`config.mk`:
```
export PLATFORM = sky130hd
export DESIGN_NAME = oapg_bank
export DESIGN_NICKNAME = d
export VERILOG_FILES = /design/src/oapg_pkg.sv /design/src/oapg_bank.sv /design/src/oapg_gain_sel.sv
export SDC_FILE = /design/constraint.sdc
export NUM_CORES = 1
export LEC_CHECK = 0
export ABC_AREA = 1
export BUFFER_PORTS_ARGS = -buffer_cell sky130_fd_sc_hd__buf_2
export CAP_MARGIN = 15
export CORE_UTILIZATION = 35
export CTS_CLUSTER_SIZE = 14
export DETAILED_ROUTE_END_ITERATION = 10
export HOLD_SLACK_MARGIN = 0.08
export PLACE_DENSITY = 0.6
export SLEW_MARGIN = 20
export SYNTH_ARGS = -nofsm -noshare
export SYNTH_HDL_FRONTEND = slang
export SYNTH_SLANG_ARGS = --single-unit
```
`constraint.sdc`:
```
create_clock -name sys_clk_in -period 1.4 [get_ports sys_clk_in]
set_input_delay 0.14 -clock sys_clk_in [delete_from_list [all_inputs] [get_ports sys_clk_in]]
set_output_delay 0.14 -clock sys_clk_in [all_outputs]
set_load 0.05 [all_outputs]
```
`src/oapg_pkg.sv`:
```
// Constants, types and decode helper for the optical front-end path and gain register bank
// ----------------------------------------------------------------
// Function
// - Slot A path register takes 0xada5 full chain, 0xb065 direct, 0xae65 integration.
// - Power-down field [15:13]: 0 keeps all powered, 7 powers down channels 2-4; applied only while a slot integrates or the path code selects integration.
// - Slot B channel 4/3/2 gains sit in bits [11:10], [9:8], [7:6].
// - Slot A channel 4/3/2 gains sit in bits [5:4], [3:2], [1:0].
// - Gain codes 0..3 mean 200k, 100k, 50k, 25k ohm; fields reset to 0.
// - Gap bit 7 clear means no gap; set uses slot fine offset as gap.
// - Slot B pair-mode bit 6: 0 double, 1 single sample pair in integration.
// - Slot A pair-mode bit 5: 0 double, 1 single sample pair in integration.
// - Fine offset per slot is five bits in 31.25 ns steps.
// - Channel 2-4 gains apply only with individual enable; else slot gain for all.
// - Integration enable: slot B bit 13, slot A bit 12; 0 means normal.
// ----------------------------------------------------------------
package oapg_pkg;

	// ----------------------------------------------------------------
	// Register offsets and reset values
	// ----------------------------------------------------------------
	localparam logic [7:0] OAPG_PATH_OFS = 8'h43;
	localparam logic [7:0] OAPG_GAIN_OFS = 8'h55;
	localparam logic [7:0] OAPG_OPT_OFS = 8'h5a;
	localparam logic [15:0] OAPG_PATH_RST = 16'hada5;
	localparam logic [15:0] OAPG_GAIN_RST = 16'h0000;
	localparam logic [15:0] OAPG_OPT_RST = 16'h0000;

	// ----------------------------------------------------------------
	// Path codes
	// ----------------------------------------------------------------
	localparam logic [15:0] OAPG_CODE_FULL = 16'hada5;
	localparam logic [15:0] OAPG_CODE_DIRECT = 16'hb065;
	localparam logic [15:0] OAPG_CODE_INTEG = 16'hae65;

	// ----------------------------------------------------------------
	// Field positions
	// ----------------------------------------------------------------
	localparam int OAPG_PWR_LSB = 13;
	localparam int OAPG_SB_CH2_LSB = 6;
	localparam int OAPG_SA_CH2_LSB = 0;
	localparam int OAPG_GAP_BIT = 7;
	localparam int OAPG_SB_PAIR_BIT = 6;
	localparam int OAPG_SA_PAIR_BIT = 5;
	localparam int OAPG_FOFS_W = 5;
	localparam int OAPG_FOFS_STEP_PS = 31250;

	typedef enum logic [1:0] {OAPG_GAIN_200K, OAPG_GAIN_100K, OAPG_GAIN_50K, OAPG_GAIN_25K}
		oapg_gain_e;

	typedef enum logic [1:0] {OAPG_PATH_FULL, OAPG_PATH_DIRECT, OAPG_PATH_INTEG,
		OAPG_PATH_RSVD} oapg_path_e;

	// Register access request from the host-side interface logic
	typedef struct packed {
		logic wr;
		logic rd;
		logic [7:0] addr;
		logic [15:0] wdata;
	} oapg_req_s;

	// Effective settings of one time slot
	typedef struct packed {
		logic [3:0][1:0] gain;
		logic [OAPG_FOFS_W-1:0] gap;
		logic single_pair;
		logic integ;
	} oapg_slot_s;

	function automatic oapg_path_e oapg_path_decode(input logic [15:0] code);
		oapg_path_e p;
		p = OAPG_PATH_RSVD;
		if (code == OAPG_CODE_FULL)
			p = OAPG_PATH_FULL;
		else if (code == OAPG_CODE_DIRECT)
			p = OAPG_PATH_DIRECT;
		else if (code == OAPG_CODE_INTEG)
			p = OAPG_PATH_INTEG;
		return p;
	endfunction

endpackage

```
`src/oapg_bank.sv`:
```
// Path selection, channel gain and integration option register bank
module oapg_bank
	import oapg_pkg::*;
(
	// Clock, reset, enable
	input wire logic sys_clk_in,
	input wire logic rst_n_in,
	input wire logic ce_in,
	// Register access
	input wire oapg_req_s req_in,
	output logic [15:0] rdata_out,
	// Settings held elsewhere in the device
	input wire logic slot_a_individual_gain_enable_in,
	input wire logic slot_b_individual_gain_enable_in,
	input wire logic [1:0] slot_a_gain_in,
	input wire logic [1:0] slot_b_gain_in,
	input wire logic [OAPG_FOFS_W-1:0] slot_a_fine_offset_in,
	input wire logic [OAPG_FOFS_W-1:0] slot_b_fine_offset_in,
	input wire logic slot_a_integration_mode_enable_in,
	input wire logic slot_b_integration_mode_enable_in,
	// Effective front-end settings, slot A in index 0
	output oapg_slot_s [1:0] slot_out,
	output oapg_path_e slot_a_path_out,
	output logic slot_a_path_reserved_out,
	output logic [2:0] extra_channel_powerdown_out
);

	// ----------------------------------------------------------------
	// Slot-indexed views of the inputs
	// ----------------------------------------------------------------
	logic [1:0] ind_en;
	logic [1:0][1:0] slot_gain;
	logic [1:0][OAPG_FOFS_W-1:0] fofs;
	logic [1:0] integ_en;
	logic [1:0][3:0][1:0] gain_res;
	logic integ_any;

	assign ind_en = {slot_b_individual_gain_enable_in, slot_a_individual_gain_enable_in};
	assign slot_gain = {slot_b_gain_in, slot_a_gain_in};
	assign fofs = {slot_b_fine_offset_in, slot_a_fine_offset_in};
	assign integ_en = {slot_b_integration_mode_enable_in, slot_a_integration_mode_enable_in};

	// ----------------------------------------------------------------
	// Register storage
	// ----------------------------------------------------------------
	logic [15:0] path_r, path_nxt;
	logic [15:0] gain_r, gain_nxt;
	logic [15:0] opt_r, opt_nxt;
	logic [15:0] rdata_nxt;
	logic acc_wr;

	assign acc_wr = ce_in && req_in.wr;

	always_comb
	begin
		path_nxt = path_r;
		gain_nxt = gain_r;
		opt_nxt = opt_r;
		rdata_nxt = rdata_out;
		// Reserved bits are kept as written so a read-back matches
		if (acc_wr && req_in.addr == OAPG_PATH_OFS)
			path_nxt = req_in.wdata;
		if (acc_wr && req_in.addr == OAPG_GAIN_OFS)
			gain_nxt = req_in.wdata;
		if (acc_wr && req_in.addr == OAPG_OPT_OFS)
			opt_nxt = req_in.wdata;
		if (ce_in && req_in.rd)
		begin
			unique case (req_in.addr)
				OAPG_PATH_OFS: rdata_nxt = path_r;
				OAPG_GAIN_OFS: rdata_nxt = gain_r;
				OAPG_OPT_OFS: rdata_nxt = opt_r;
				default: rdata_nxt = 16'h0000;
			endcase
		end
	end

	always_ff @(posedge sys_clk_in or negedge rst_n_in)
	begin
		if (!rst_n_in)
		begin
			path_r <= OAPG_PATH_RST;
			gain_r <= OAPG_GAIN_RST;
			opt_r <= OAPG_OPT_RST;
			rdata_out <= 16'h0000;
		end
		else
		begin
			path_r <= path_nxt;
			gain_r <= gain_nxt;
			opt_r <= opt_nxt;
			rdata_out <= rdata_nxt;
		end
	end

	// ----------------------------------------------------------------
	// Gain resolution per slot
	// ----------------------------------------------------------------
	for (genvar s = 0; s < 2; s++)
	begin : g_slot
		localparam int LSB = (s == 0) ? OAPG_SA_CH2_LSB : OAPG_SB_CH2_LSB;
		oapg_gain_sel u_sel (
			.ind_en_in(ind_en[s]),
			.slot_gain_in(slot_gain[s]),
			.ind_gain_in(gain_r[LSB +: 6]),
			.gain_out(gain_res[s])
		);
	end

	// ----------------------------------------------------------------
	// Output settings
	// ----------------------------------------------------------------
	oapg_slot_s [1:0] slot_nxt;
	oapg_path_e path_dec_nxt;
	logic [2:0] pwr_nxt;

	// For channel power-down only, slot A also counts as integrating when its path code selects integration
	assign integ_any = (|integ_en) || (oapg_path_decode(path_r) == OAPG_PATH_INTEG);

	always_comb
	begin
		for (int s = 0; s < 2; s++)
		begin
			slot_nxt[s].gain = gain_res[s];
			slot_nxt[s].integ = integ_en[s];
			// Fine offset steps are 31.25 ns; the gap reuses the same field
			slot_nxt[s].gap = opt_r[OAPG_GAP_BIT] ? fofs[s] : '0;
		end
		slot_nxt[0].single_pair = integ_en[0] && opt_r[OAPG_SA_PAIR_BIT];
		slot_nxt[1].single_pair = integ_en[1] && opt_r[OAPG_SB_PAIR_BIT];
		path_dec_nxt = oapg_path_decode(path_r);
		pwr_nxt = integ_any ? gain_r[OAPG_PWR_LSB +: 3] : 3'h0;
		if (!ce_in)
		begin
			slot_nxt = slot_out;
			path_dec_nxt = slot_a_path_out;
			pwr_nxt = extra_channel_powerdown_out;
		end
	end

	always_ff @(posedge sys_clk_in or negedge rst_n_in)
	begin
		if (!rst_n_in)
		begin
			slot_out <= '0;
			slot_a_path_out <= OAPG_PATH_FULL;
			extra_channel_powerdown_out <= 3'h0;
		end
		else
		begin
			slot_out <= slot_nxt;
			slot_a_path_out <= path_dec_nxt;
			extra_channel_powerdown_out <= pwr_nxt;
		end
	end

	assign slot_a_path_reserved_out = (slot_a_path_out == OAPG_PATH_RSVD);

	// ----------------------------------------------------------------
	// Checks
	// ----------------------------------------------------------------
	AST_PATH_INTEG: assert property (@(posedge sys_clk_in) disable iff (!rst_n_in)
		ce_in && path_r == OAPG_CODE_INTEG |=> slot_a_path_out == OAPG_PATH_INTEG)
		else $error("Integration path code not decoded");
	AST_PWR_ALL: assert property (@(posedge sys_clk_in) disable iff (!rst_n_in)
		ce_in && integ_any && gain_r[15:13] == 3'h7 |=> extra_channel_powerdown_out == 3'h7)
		else $error("Channels 2-4 not powered down");
	AST_PWR_NONE: assert property (@(posedge sys_clk_in) disable iff (!rst_n_in)
		ce_in && gain_r[15:13] == 3'h0 |=> extra_channel_powerdown_out == 3'h0)
		else $error("Channel powered down with field zero");
	AST_B_CH4: assert property (@(posedge sys_clk_in) disable iff (!rst_n_in)
		ce_in && ind_en[1] |=> slot_out[1].gain[3] == $past(gain_r[11:10]))
		else $error("Slot B channel 4 gain wrong");
	AST_A_CH2: assert property (@(posedge sys_clk_in) disable iff (!rst_n_in)
		ce_in && ind_en[0] |=> slot_out[0].gain[1] == $past(gain_r[1:0]))
		else $error("Slot A channel 2 gain wrong");
	AST_COMMON: assert property (@(posedge sys_clk_in) disable iff (!rst_n_in)
		ce_in && !ind_en[0] |=> slot_out[0].gain[3] == $past(slot_gain[0])
		&& slot_out[0].gain[2] == slot_out[0].gain[0])
		else $error("Slot gain not applied to all channels");
	AST_NO_GAP: assert property (@(posedge sys_clk_in) disable iff (!rst_n_in)
		ce_in && !opt_r[7] |=> slot_out[0].gap == '0 && slot_out[1].gap == '0)
		else $error("Gap present with gapped mode off");
	AST_GAP_B: assert property (@(posedge sys_clk_in) disable iff (!rst_n_in)
		ce_in && opt_r[7] |=> slot_out[1].gap == $past(fofs[1]))
		else $error("Slot B gap not taken from fine offset");
	AST_PAIR_B: assert property (@(posedge sys_clk_in) disable iff (!rst_n_in)
		ce_in && integ_en[1] |=> slot_out[1].single_pair == $past(opt_r[6]))
		else $error("Slot B pair mode wrong");
	AST_PAIR_A: assert property (@(posedge sys_clk_in) disable iff (!rst_n_in)
		ce_in && integ_en[0] |=> slot_out[0].single_pair == $past(opt_r[5]))
		else $error("Slot A pair mode wrong");
	AST_INTEG: assert property (@(posedge sys_clk_in) disable iff (!rst_n_in)
		ce_in |=> slot_out[1].integ == $past(integ_en[1]) && slot_out[0].integ == $past(integ_en[0]))
		else $error("Integration enable not followed");
	AST_READBACK: assert property (@(posedge sys_clk_in) disable iff (!rst_n_in)
		ce_in && req_in.wr && !req_in.rd && req_in.addr == OAPG_OPT_OFS
		##1 ce_in && req_in.rd && !req_in.wr && req_in.addr == OAPG_OPT_OFS
		|=> rdata_out == $past(req_in.wdata, 2))
		else $error("Option register read-back differs from write");
	AST_PATH_DIRECT: assert property (@(posedge sys_clk_in) disable iff (!rst_n_in)
		ce_in && path_r == OAPG_CODE_DIRECT |=> slot_a_path_out == OAPG_PATH_DIRECT)
		else $error("Direct path code not decoded");
	AST_PATH_RSVD: assert property (@(posedge sys_clk_in) disable iff (!rst_n_in)
		ce_in && path_r != OAPG_CODE_FULL && path_r != OAPG_CODE_DIRECT
		&& path_r != OAPG_CODE_INTEG |=> slot_a_path_reserved_out)
		else $error("Reserved path code not flagged");
	AST_CH1: assert property (@(posedge sys_clk_in) disable iff (!rst_n_in)
		ce_in |=> slot_out[0].gain[0] == $past(slot_gain[0])
		&& slot_out[1].gain[0] == $past(slot_gain[1]))
		else $error("Channel 1 gain is not the slot gain");
	AST_B_CH2: assert property (@(posedge sys_clk_in) disable iff (!rst_n_in)
		ce_in && ind_en[1] |=> slot_out[1].gain[1] == $past(gain_r[7:6]))
		else $error("Slot B channel 2 gain wrong");
	AST_A_CH4: assert property (@(posedge sys_clk_in) disable iff (!rst_n_in)
		ce_in && ind_en[0] |=> slot_out[0].gain[3] == $past(gain_r[5:4]))
		else $error("Slot A channel 4 gain wrong");
	AST_GAP_A: assert property (@(posedge sys_clk_in) disable iff (!rst_n_in)
		ce_in && opt_r[7] |=> slot_out[0].gap == $past(fofs[0]))
		else $error("Slot A gap not taken from fine offset");
	AST_PAIR_OFF: assert property (@(posedge sys_clk_in) disable iff (!rst_n_in)
		ce_in |=> (!slot_out[0].single_pair || $past(integ_en[0]))
		&& (!slot_out[1].single_pair || $past(integ_en[1])))
		else $error("Single pair mode outside integration");
	AST_WR_GAIN: assert property (@(posedge sys_clk_in) disable iff (!rst_n_in)
		ce_in && req_in.wr && req_in.addr == OAPG_GAIN_OFS
		|=> gain_r == $past(req_in.wdata))
		else $error("Gain register write not stored");
	AST_FREEZE: assert property (@(posedge sys_clk_in) disable iff (!rst_n_in)
		!ce_in |=> $stable(path_r) && $stable(gain_r) && $stable(opt_r) && $stable(slot_out))
		else $error("State changed with clock enable low");

endmodule // oapg_bank

```
`src/oapg_gain_sel.sv`:
```
// Per-slot transimpedance gain resolver for channels 1 to 4
module oapg_gain_sel
	import oapg_pkg::*;
(
	// Slot controls
	input wire logic ind_en_in,
	input wire logic [1:0] slot_gain_in,
	input wire logic [5:0] ind_gain_in,
	// Resolved gains, channel 1 in index 0
	output logic [3:0][1:0] gain_out
);

	always_comb
	begin
		gain_out[0] = slot_gain_in;
		for (int i = 1; i < 4; i++)
		begin
			gain_out[i] = ind_en_in ? ind_gain_in[2*(i-1) +: 2] : slot_gain_in;
		end
	end

endmodule // oapg_gain_sel

```
==> results.json, run 1 <==
{
  "final_util_pct": 44.74,
  "synth_seq_area_share_pct": 52.86,
  "synth_top_area_share_pct": 47.83,
  "drv_slew": 0,
  "yosysTopAreaCell": "dfrtp_1",
  "worstPathCellList": "inv_1 -> nor2_2 -> nand3_1 -> nor2_1 -> nand2_1 -> nand3_1 -> nand2_1",
  "synth_area_leaders": "dfrtp_1 48%, nand2_1 14%, o21ai_2 8.9%",
  "min_path_type": "input pin to register",
  "cts_setup_buffers": 0,
  "tightest_slew_ns": 0.4047,
  "path_clk_slew_ns": 0.07,
  "critPathKind": "register to register",
  "synth_common_cells": "181 x nand2_1, 90 x dfrtp_1, 83 x nand3_1",
  "slowest_stage": "dfstp_2",
  "antenna_left": 0,
  "yosysWarnings": 0,
  "synth_ff_type": "dfrtp_1",
  "worstPathArrival_ns": 1.55,
  "fin_area_um2": 5902,
  "r2r-start": "path_r[15]$_DFFE_PN1P_",
  "dr.pass1.iters": 6,
  "crit_fanout": 3,
  "rr_worst_depth": 7,
  "die_area_um2": 13920,
  "drc_errors": 0,
  "fin_skew_ns": 0.007582,
  "switchingPower_w": 0.001755,
  "reg2reg_to": "slot_a_path_out[1]$_DFFE_PN0P_",
  "cp.depth": 7,
  "nets": 694,
  "whs_path_depth": 3,
  "rsz0062_at_grt": "no",
  "ys_types": 19,
  "wire_per_inst_um": 13.93,
  "fmax_ghz": 0.7601,
  "vias": 3957,
  "crit_family": "simple AND/OR/NAND/NOR gates",
  "pin_count": 99,
  "place_area_um2": 5411,
  "internal_power_w": 0.004602,
  "status": "finished clean",
  "die_h_um": 118.0,
  "num_antenna_cells": 0,
  "drive_gt1_share_pct": 32.36,
  "grt_pass1_wl_um": 19310,
  "start_util_pct": 35.70,
  "start_kind": "register",
  "grtUsageTotal_pct": 17.68,
  "clkPwrFrac_pct": 40.0,
  "final-hold-violation-count": 0,
  "reg2reg_setup_slack_ns": 0.08,
  "fin_crit_sh_pct": 93.97,
  "fin_total_pwr_w": 0.006357,
  "syn-instance-count": 528,
  "ys_async_sr_fraction_pct": 100.0,
  "synth_edf_count": 0,
  "ys_ff_latch": 99,
  "antenna_found_initial": 0,
  "syn_avg_cell_area_um2": 8.917,
  "setup_viol": 0,
  "io_buffers": 98,
  "root_buffer": "clkbuf_16",
  "setup_tns_ns": 0,
  "netlist_area_um2": 4708,
  "rows": 42,
  "timing.hold.ws_ns": 0.1024,
  "die_w_um": 118.0,
  "grt_overflow": 0,
  "htree_num_levels": 3,
  "worstHoldEndpoint": "path_r[5]$_DFFE_PN1P_",
  "p_seq_share_pct": 47.7,
  "cts_tree": "done",
  "maxCapViolCount": 0,
  "cpPeakStageDelay_ns": 0.55,
  "cts_sinks": 99,
  "hpwl_um": 8137,
  "hold_path_startpoint": "req_in[5]",
  "p_leak_nw": 3.116,
  "core_area_um2": 13190,
  "grt_max_degree": 39,
  "combPwrFrac_pct": 12.4,
  "ir_drop_mv": 0.6875,
  "min_period_ns": 1.316,
  "cp-end-kind": "register",
  "cts.path.max_buffers": 2,
  "synth_nets": 575,
  "crit_required_ns": 1.63,
  "synthToLayoutAreaGrowth_pct": 25.35,
  "powerDensity_nw_per_um2": 1077,
  "viasPerCell": 4.779,
  "cts_buffers": 9,
  "gp_congestion": 0.8139,
  "critPathBufInv": 1,
  "wirelength_um": 11540,
  "insertion_delay_ns": 0.34,
  "power_switching_share_pct": 27.61,
  "num-fill-cells": 1275,
  "grt_pass1_vias": 3823,
  "drt_first_iter_violations": 285,
  "max_slew_margin_pct": 73.02,
  "yosysMostFrequentCell": "nand2_1"
}
[placed cells by master, fill, tap and decap left out, types with 14 or more instances in the layout]
cell	count
a21oi_1	16
buf_2	97
buf_4	14
o21ai_2	48
nand3_1	82
inv_1	32
nor2_1	22
nand2_1	181
dfrtp_1	90
dlygate4sd3_1	17
[worst max path at each step]
stage | to | slack (ns) | from
floorplan | slot_a_path_reserved_out | 0.22 | slot_a_path_out[0]$_DFFE_PN0P_
CTS | extra_channel_powerdown_out[2]$_DFFE_PN0P_ | 0.04 | path_r[15]$_DFFE_PN1P_
finish | slot_a_path_out[1]$_DFFE_PN0P_ | 0.08 | path_r[15]$_DFFE_PN1P_
detailed placement | extra_channel_powerdown_out[2]$_DFFE_PN0P_ | 0.06 | path_r[15]$_DFFE_PN1P_
global placement | extra_channel_powerdown_out[0]$_DFFE_PN0P_ | 0.08 | path_r[15]$_DFFE_PN1P_
global route | slot_a_path_out[1]$_DFFE_PN0P_ | 0.0002 | path_r[15]$_DFFE_PN1P_
[state kept, by name (all words and copies together), names as in the netlist]
register and flops:
extra_channel_powerdown_out 3, gain_r 16, opt_r 16, path_r 16, rdata_out 16, slot_a_path_out 2, slot_out 30
[routing by layer]
layer  part of all wire [%]  wire [um]  global-route usage (%)
met4                    1.5        175                   7.372
met3                    4.1        471                   3.004
met5                      0          0                       0
met1                     47       5459                   23.41
met2                     47       5430                   28.57
[cells by family after synthesis]
group	count (synthesis)	synth area share, %
AOI/OAI and AO/OA	64	10.63
and+or+nand+nor	302	29.07
DFF	99	52.86
buffers and inverters	63	7.441
[worst reg2reg max path, stage by stage, from the launching register on]
cell	delay, ns
dfstp_2	0.55
inv_1	0.05
nor2_2	0.12
nand3_1	0.10
nor2_1	0.15
nand2_1	0.09
nand3_1	0.10
nand2_1	0.05
[power by group through the flow]
stage / Sequential (W) / Combinational, W / Clock, W
after floorplan: 0.00328 / 0.000264 / 0
after global placement: 0.00308 / 0.000749 / 0
after detailed placement: 0.00308 / 0.000758 / 0
after CTS: 0.00303 / 0.000795 / 0.00261
after global routing: 0.00304 / 0.000857 / 0.00274
final: 0.00303 / 0.000786 / 0.00254
[stage by stage]
step                      setup WS (ns)  instances
after detailed placement        0.05949        795
after CTS                       0.03836        828
after floorplan                  0.2155        528
after global routing          0.0001914        828
final                           0.08441        828
after global placement          0.08297        795
[layout make-up]
class / count / area (um2) / share of cell area, %
Sequential cell: 99 / 2489 / 42.17
Multi-Input combinational cell: 366 / 1882 / 31.88
Timing Repair Buffer: 133 / 860.8 / 14.59
Clock buffer: 9 / 225.2 / 3.816
Tap cell: 176 / 220.2 / 3.731
Inverter: 38 / 142.6 / 2.417
Clock inverter: 7 / 82.58 / 1.399
[repair_timing]
| item | in CTS | in global routing |
|---|---|---|
| resized for setup | 0 | 4 |
| setup endpoints to repair | 0 | 5 |
| hold buffers | 17 | 0 |
| endpoints found under the hold margin | 89 | 0 |
Note: power is estimated with default switching activity, not from simulation.
==> run 2, diff against run 1 <==
- PLACE_DENSITY: 0.6 -> 0.62
- TNS_END_PERCENT: default -> 1
- clock period: 1.4 -> 1.15 ns (I/O delays scaled with it)
==> run 2 against run 1 <==
The flow now finishes with violations (setup timing). Clock skew about the same. Hold slack worse by 0.018 ns. Design area is 4.2% higher. Setup slack lost 0.13 ns. Global-route usage hardly changed. Non-clock buffer count up 12. Register-to-register slack lost 0.13 ns. Power grew 26%. Core utilization grew 1.9 points. Critical endpoint is now extra_channel_powerdown_out[2]$_DFFE_PN0P_.
==> results.json, run 2 (synthesized netlist as in run 1, its figures left out) <==
{
  "num_antenna_cells": 0,
  "rr_worst_depth": 8,
  "dr.pass1.iters": 4,
  "wirelength_um": 11750,
  "insertion_delay_ns": 0.34,
  "fin_area_um2": 6147,
  "critPathKind": "register to register",
  "max_slew_margin_pct": 77.22,
  "path_clk_slew_ns": 0.07,
  "cpPeakStageDelay_ns": 0.53,
  "area.sequential_um2": 2491,
  "setup_tns_ns": -0.1616,
  "startpoint": "path_r[15]$_DFFE_PN1P_",
  "cts_setup_buffers": 0,
  "largest_register_ffs": 30,
  "final_util_pct": 46.60,
  "nets": 706,
  "fin_crit_sh_pct": 104.0,
  "cts_sinks": 99,
  "internal_power_w": 0.005907,
  "vias": 3902,
  "hpwl_um": 8505,
  "setup_slack_ns": -0.04621,
  "violations": "setup timing",
  "status": "complete, but fails checks",
  "root_buffer": "clkbuf_16",
  "cp-end-kind": "register",
  "worstPathArrival_ns": 1.48,
  "power_switching_share_pct": 26.22,
  "io_buffers": 98,
  "grt_pass1_vias": 3783,
  "synthToLayoutAreaGrowth_pct": 30.56,
  "grt_overflow": 0,
  "reg2reg_setup_slack_ns": -0.05,
  "cts_tree": "done",
  "reg2reg_to": "extra_channel_powerdown_out[2]$_DFFE_PN0P_",
  "wire_per_inst_um": 13.99,
  "fin_skew_ns": 0.007374,
  "final-hold-violation-count": 0,
  "grt_max_degree": 36,
  "min_period_ns": 1.196,
  "top_register": "slot_out",
  "clkPwrFrac_pct": 41.1,
  "die_h_um": 118.0,
  "fmax_ghz": 0.8360,
  "crit_fanout": 3,
  "cts_buffers": 9,
  "drc_errors": 0,
  "worstPathCellList": "inv_1 -> nor2_2 -> nand3_1 -> nor2_1 -> nand2_1 -> nand2_2 -> nand2_1 -> nand2_1",
  "drv_slew": 0,
  "htree_num_levels": 3,
  "drt_first_iter_violations": 368,
  "mostFrequentLayoutCells": "180 x nand2_1, 96 x buf_2, 88 x dfrtp_1",
  "min_path_type": "input pin to register",
  "powerDensity_nw_per_um2": 1302,
  "die_area_um2": 13920,
  "cts.path.max_buffers": 2,
  "crit_end": "extra_channel_powerdown_out[2]$_DFFE_PN0P_",
  "rsz0062_at_grt": "yes",
  "antenna_left": 0,
  "multiInputGateArea_um2": 1879,
  "viasPerCell": 4.645,
  "crit_required_ns": 1.43,
  "switchingPower_w": 0.002099,
  "pin_count": 99,
  "grtUsageTotal_pct": 17.72,
  "antenna_found_initial": 0,
  "combPwrFrac_pct": 12.8,
  "place_area_um2": 5614,
  "die_w_um": 118.0,
  "p_leak_nw": 3.219,
  "layout_commonest_cell": "nand2_1",
  "start_kind": "register",
  "setup_viol": 4,
  "p_seq_share_pct": 46.1,
  "gp_congestion": 0.8369,
  "num-fill-cells": 1260,
  "r2r-start": "path_r[15]$_DFFE_PN1P_",
  "maxCapViolCount": 0,
  "cpMostUsedCell": "nand2_1",
  "rows": 42,
  "core_area_um2": 13190,
  "tightest_slew_ns": 0.3412,
  "grt_pass1_wl_um": 19580,
  "drive_gt1_share_pct": 33.58,
  "slowest_stage": "dfstp_2",
  "ir_drop_mv": 0.6394,
  "start_util_pct": 35.70
}
==> run 2: worst min path at each step <==
stage                                                            end  cells after the start  startpoint  slack, ns
after floorplan           extra_channel_powerdown_out[0]$_DFFE_PN0P_                      0    rst_n_in      -0.18
after CTS                                      path_r[9]$_DFFE_PN0P_                      3   req_in[9]       0.08
after detailed placement                    slot_out[12]$_DFFE_PN0P_                      1    rst_n_in     -0.005
after global placement                       slot_out[9]$_DFFE_PN0P_                      1    rst_n_in     -0.005
after global routing                          path_r[10]$_DFFE_PN1P_                      3  req_in[10]        0.1
final                                         path_r[13]$_DFFE_PN1P_                      3  req_in[13]       0.08
==> run 2: timing repair <==
action                                 in CTS  in global routing
hold buffers                               19                  0
endpoints found under the hold margin     111                  0
gates resized for setup                     6                  1
pin swaps                                   3                  1
setup endpoints to repair                   6                  6
==> run 2: power groups by stage <==
stage	clock [W]	sequential, W	combinational [W]
3_3_place_gp	0	0.00375	0.000962
3_5_place_dp	0	0.00375	0.000979
6_report	0.00329	0.00369	0.00103
5_1_grt	0.00349	0.00370	0.00111
2_1_floorplan	0	0.00399	0.000322
4_1_cts	0.00333	0.00369	0.00104
==> run 2: stage by stage <==
| step | hold slack [ns] | total power [W] | cells | setup slack (ns) |
|---|---|---|---|---|
| after floorplan | -0.1806 | 0.004313 | 528 | 0.01172 |
| after global placement | -0.004894 | 0.004708 | 805 | -0.04176 |
| after detailed placement | -0.004574 | 0.004730 | 805 | -0.09056 |
| after CTS | 0.08377 | 0.008054 | 840 | -0.05106 |
| after global routing | 0.09621 | 0.008306 | 840 | -0.1497 |
| final | 0.08432 | 0.008006 | 840 | -0.04621 |
==> run 2: critical path: cells and delay by family (launching register included) <==
family,cells,cell delay [ns]
and+or+nand+nor,7,0.57
DFF,1,0.53
buffers and inverters,1,0.04
==> run 2: cell type report <==
| cell class | count | area share [%] |
|---|---|---|
| Timing Repair Buffer | 145 | 17.69 |
| Inverter | 38 | 2.320 |
| Tap cell | 176 | 3.582 |
| Sequential cell | 99 | 40.53 |
| Multi-Input combinational cell | 366 | 30.57 |
| Clock inverter | 5 | 1.364 |
| Clock buffer | 11 | 3.949 |
==> run 2: routing by layer <==
layer	wire length, um	up-vias	track usage (%)
met1	5564	1836	24.52
met3	450	13	3.052
met4	169	0	5.449
met2	5568	96	28.27
met5	0	-	0
li1	-	1957	-
==> run 3, diff against run 2 <==
==> constraint.sdc (replaced) <==
create_clock -name sys_clk_in -period 1.15 [get_ports sys_clk_in]
set_input_delay 0.23 -clock sys_clk_in [delete_from_list [all_inputs] [get_ports sys_clk_in]]
set_output_delay 0.23 -clock sys_clk_in [all_outputs]
set_load 0.05 [all_outputs]
==> run 3 against run 2 <==
The flow still finishes with violations (setup timing). Hold slack better by 0.019 ns. Power is 0.70% higher. Combinational power is 5% higher. Critical path depth is 5 lower. Critical path type is now register to primary output.
==> results.json, run 3 (synthesized netlist as in run 1, its figures left out) <==
{
  "status": "complete, but fails checks",
  "violations": "setup timing",
  "num_antenna_cells": 0,
  "p_seq_share_pct": 46.0,
  "setup_viol": 10,
  "max_slew_margin_pct": 71.85,
  "reg2reg_to": "slot_a_path_out[0]$_DFFE_PN0P_",
  "synthToLayoutAreaGrowth_pct": 34.41,
  "cts_sinks": 99,
  "mostFrequentLayoutCells": "180 x nand2_1, 88 x dfrtp_1, 80 x nand3_1",
  "antenna_found_initial": 0,
  "io_buffers": 98,
  "place_area_um2": 5637,
  "powerDensity_nw_per_um2": 1274,
  "top_register": "slot_out",
  "fin_crit_sh_pct": 108.9,
  "crit_required_ns": 0.92,
  "p_leak_nw": 3.222,
  "grtUsageTotal_pct": 18.37,
  "drt_first_iter_violations": 386,
  "nets": 691,
  "core_area_um2": 13190,
  "critPathKind": "register to primary output",
  "gp_congestion": 0.8468,
  "grt_overflow": 0,
  "wire_per_inst_um": 14.35,
  "cts.path.max_buffers": 2,
  "fin_area_um2": 6329,
  "grt_pass1_vias": 3953,
  "crit_fanout": 3,
  "path_clk_slew_ns": 0.07,
  "rsz0062_at_grt": "yes",
  "drv_slew": 0,
  "min_period_ns": 1.253,
  "grtUsageMet2_pct": 29.49,
  "die_w_um": 118.0,
  "cts_tree": "done",
  "cp-end-kind": "primary output",
  "whs_path_depth": 3,
  "die_area_um2": 13920,
  "rows": 42,
  "grt_pass1_wl_um": 20130,
  "final-hold-violation-count": 0,
  "fmax_ghz": 0.7983,
  "wirelength_um": 11840,
  "largest_register_ffs": 30,
  "start_kind": "register",
  "cts_buffers": 9,
  "hold_path_startpoint": "slot_b_fine_offset_in[3]",
  "power_switching_share_pct": 26.00,
  "grt_use_met3_pct": 3.585,
  "setup_slack_ns": -0.1027,
  "drc_errors": 0,
  "combPwrFrac_pct": 13.4,
  "worstHoldEndpoint": "slot_out[20]$_DFFE_PN0P_",
  "clkPwrFrac_pct": 40.6,
  "min_path_type": "input pin to register",
  "insertion_delay_ns": 0.35,
  "drive_gt1_share_pct": 35.44,
  "final_util_pct": 47.98,
  "met1_usage_pct": 24.08,
  "rr_worst_depth": 7,
  "timing.hold.ws_ns": 0.1029,
  "layout_commonest_cell": "nand2_1",
  "die_h_um": 118.0,
  "reg2reg_setup_slack_ns": -0.08,
  "dp_slack_ns": -0.1113,
  "worstPathArrival_ns": 1.02,
  "vias": 3961,
  "antenna_left": 0,
  "ir_drop_mv": 0.7725,
  "dr.pass1.iters": 4,
  "grt-busiest-layer": "met2",
  "r2r-start": "path_r[5]$_DFFE_PN1P_",
  "htree_num_levels": 3,
  "fin_skew_ns": 0.006053,
  "viasPerCell": 4.801,
  "maxCapViolCount": 0,
  "tightest_slew_ns": 0.4223,
  "pin_count": 99,
  "cts_setup_buffers": 0,
  "setup_tns_ns": -0.4442,
  "switchingPower_w": 0.002096,
  "root_buffer": "clkbuf_16",
  "start_util_pct": 35.70,
  "grt_max_degree": 51,
  "hpwl_um": 8383,
  "internal_power_w": 0.005966
}
[run 3: layer usage]
layer / share of wire (%) / vias up
li1: - / 1937
met1: 43 / 1869
met2: 48 / 137
met3: 6.4 / 18
met4: 2.3 / 0
met5: 0 / -
[run 3: power by group through the flow]
stage | Sequential, W | Combinational, W | Clock [W]
finish | 0.00371 | 0.00108 | 0.00328
global route | 0.00372 | 0.00116 | 0.00351
CTS | 0.00370 | 0.00108 | 0.00338
detailed placement | 0.00375 | 0.000991 | 0
global placement | 0.00375 | 0.000974 | 0
floorplan | 0.00399 | 0.000322 | 0
[run 3: what timing repair did]
action,4_1_cts,5_1_grt
gates cloned,0,0
pin swaps,1,8
endpoints found under the hold margin,90,0
gates resized for setup,102,12
hold buffers,1,0
setup endpoints to repair,57,53
[run 3: critical path, stage by stage, from the launching register on]
cell,delay (ns)
dfrtp_2,0.43
nand2_1,0.06
inv_1,0.04
buf_6,0.14
[run 3: how the worst max path moves through the flow]
| stage | from | end | slack (ns) | cells past startpoint |
|---|---|---|---|---|
| 4_1_cts | slot_a_path_out[0]$_DFFE_PN0P_ | slot_a_path_reserved_out | -0.12 | 3 |
| 5_1_grt | path_r[5]$_DFFE_PN1P_ | slot_a_path_out[0]$_DFFE_PN0P_ | -0.17 | 7 |
| 3_3_place_gp | req_in[21] | opt_r[7]$_DFFE_PN0P_ | -0.08 | 8 |
| 6_report | slot_a_path_out[1]$_DFFE_PN0P_ | slot_a_path_reserved_out | -0.10 | 3 |
| 3_5_place_dp | req_in[23] | gain_r[3]$_DFFE_PN0P_ | -0.11 | 8 |
| 2_1_floorplan | path_r[5]$_DFFE_PN1P_ | extra_channel_powerdown_out[0]$_DFFE_PN0P_ | 0.01 | 8 |
[run 3: stage by stage]
stage | instances | power [W]
3_3_place_gp | 808 | 0.004721
4_1_cts | 825 | 0.008165
2_1_floorplan | 528 | 0.004313
3_5_place_dp | 808 | 0.004744
6_report | 825 | 0.008062
5_1_grt | 825 | 0.008399
[run 3: area by class of cell]
class | instances | area (um2)
Timing Repair Buffer | 130 | 1245
Fill cell | 1225 | 6862
Tap cell | 176 | 220.2
Clock buffer | 11 | 242.7
Multi-Input combinational cell | 366 | 1902
Inverter | 38 | 142.6
Clock inverter | 5 | 85.08
Sequential cell | 99 | 2491
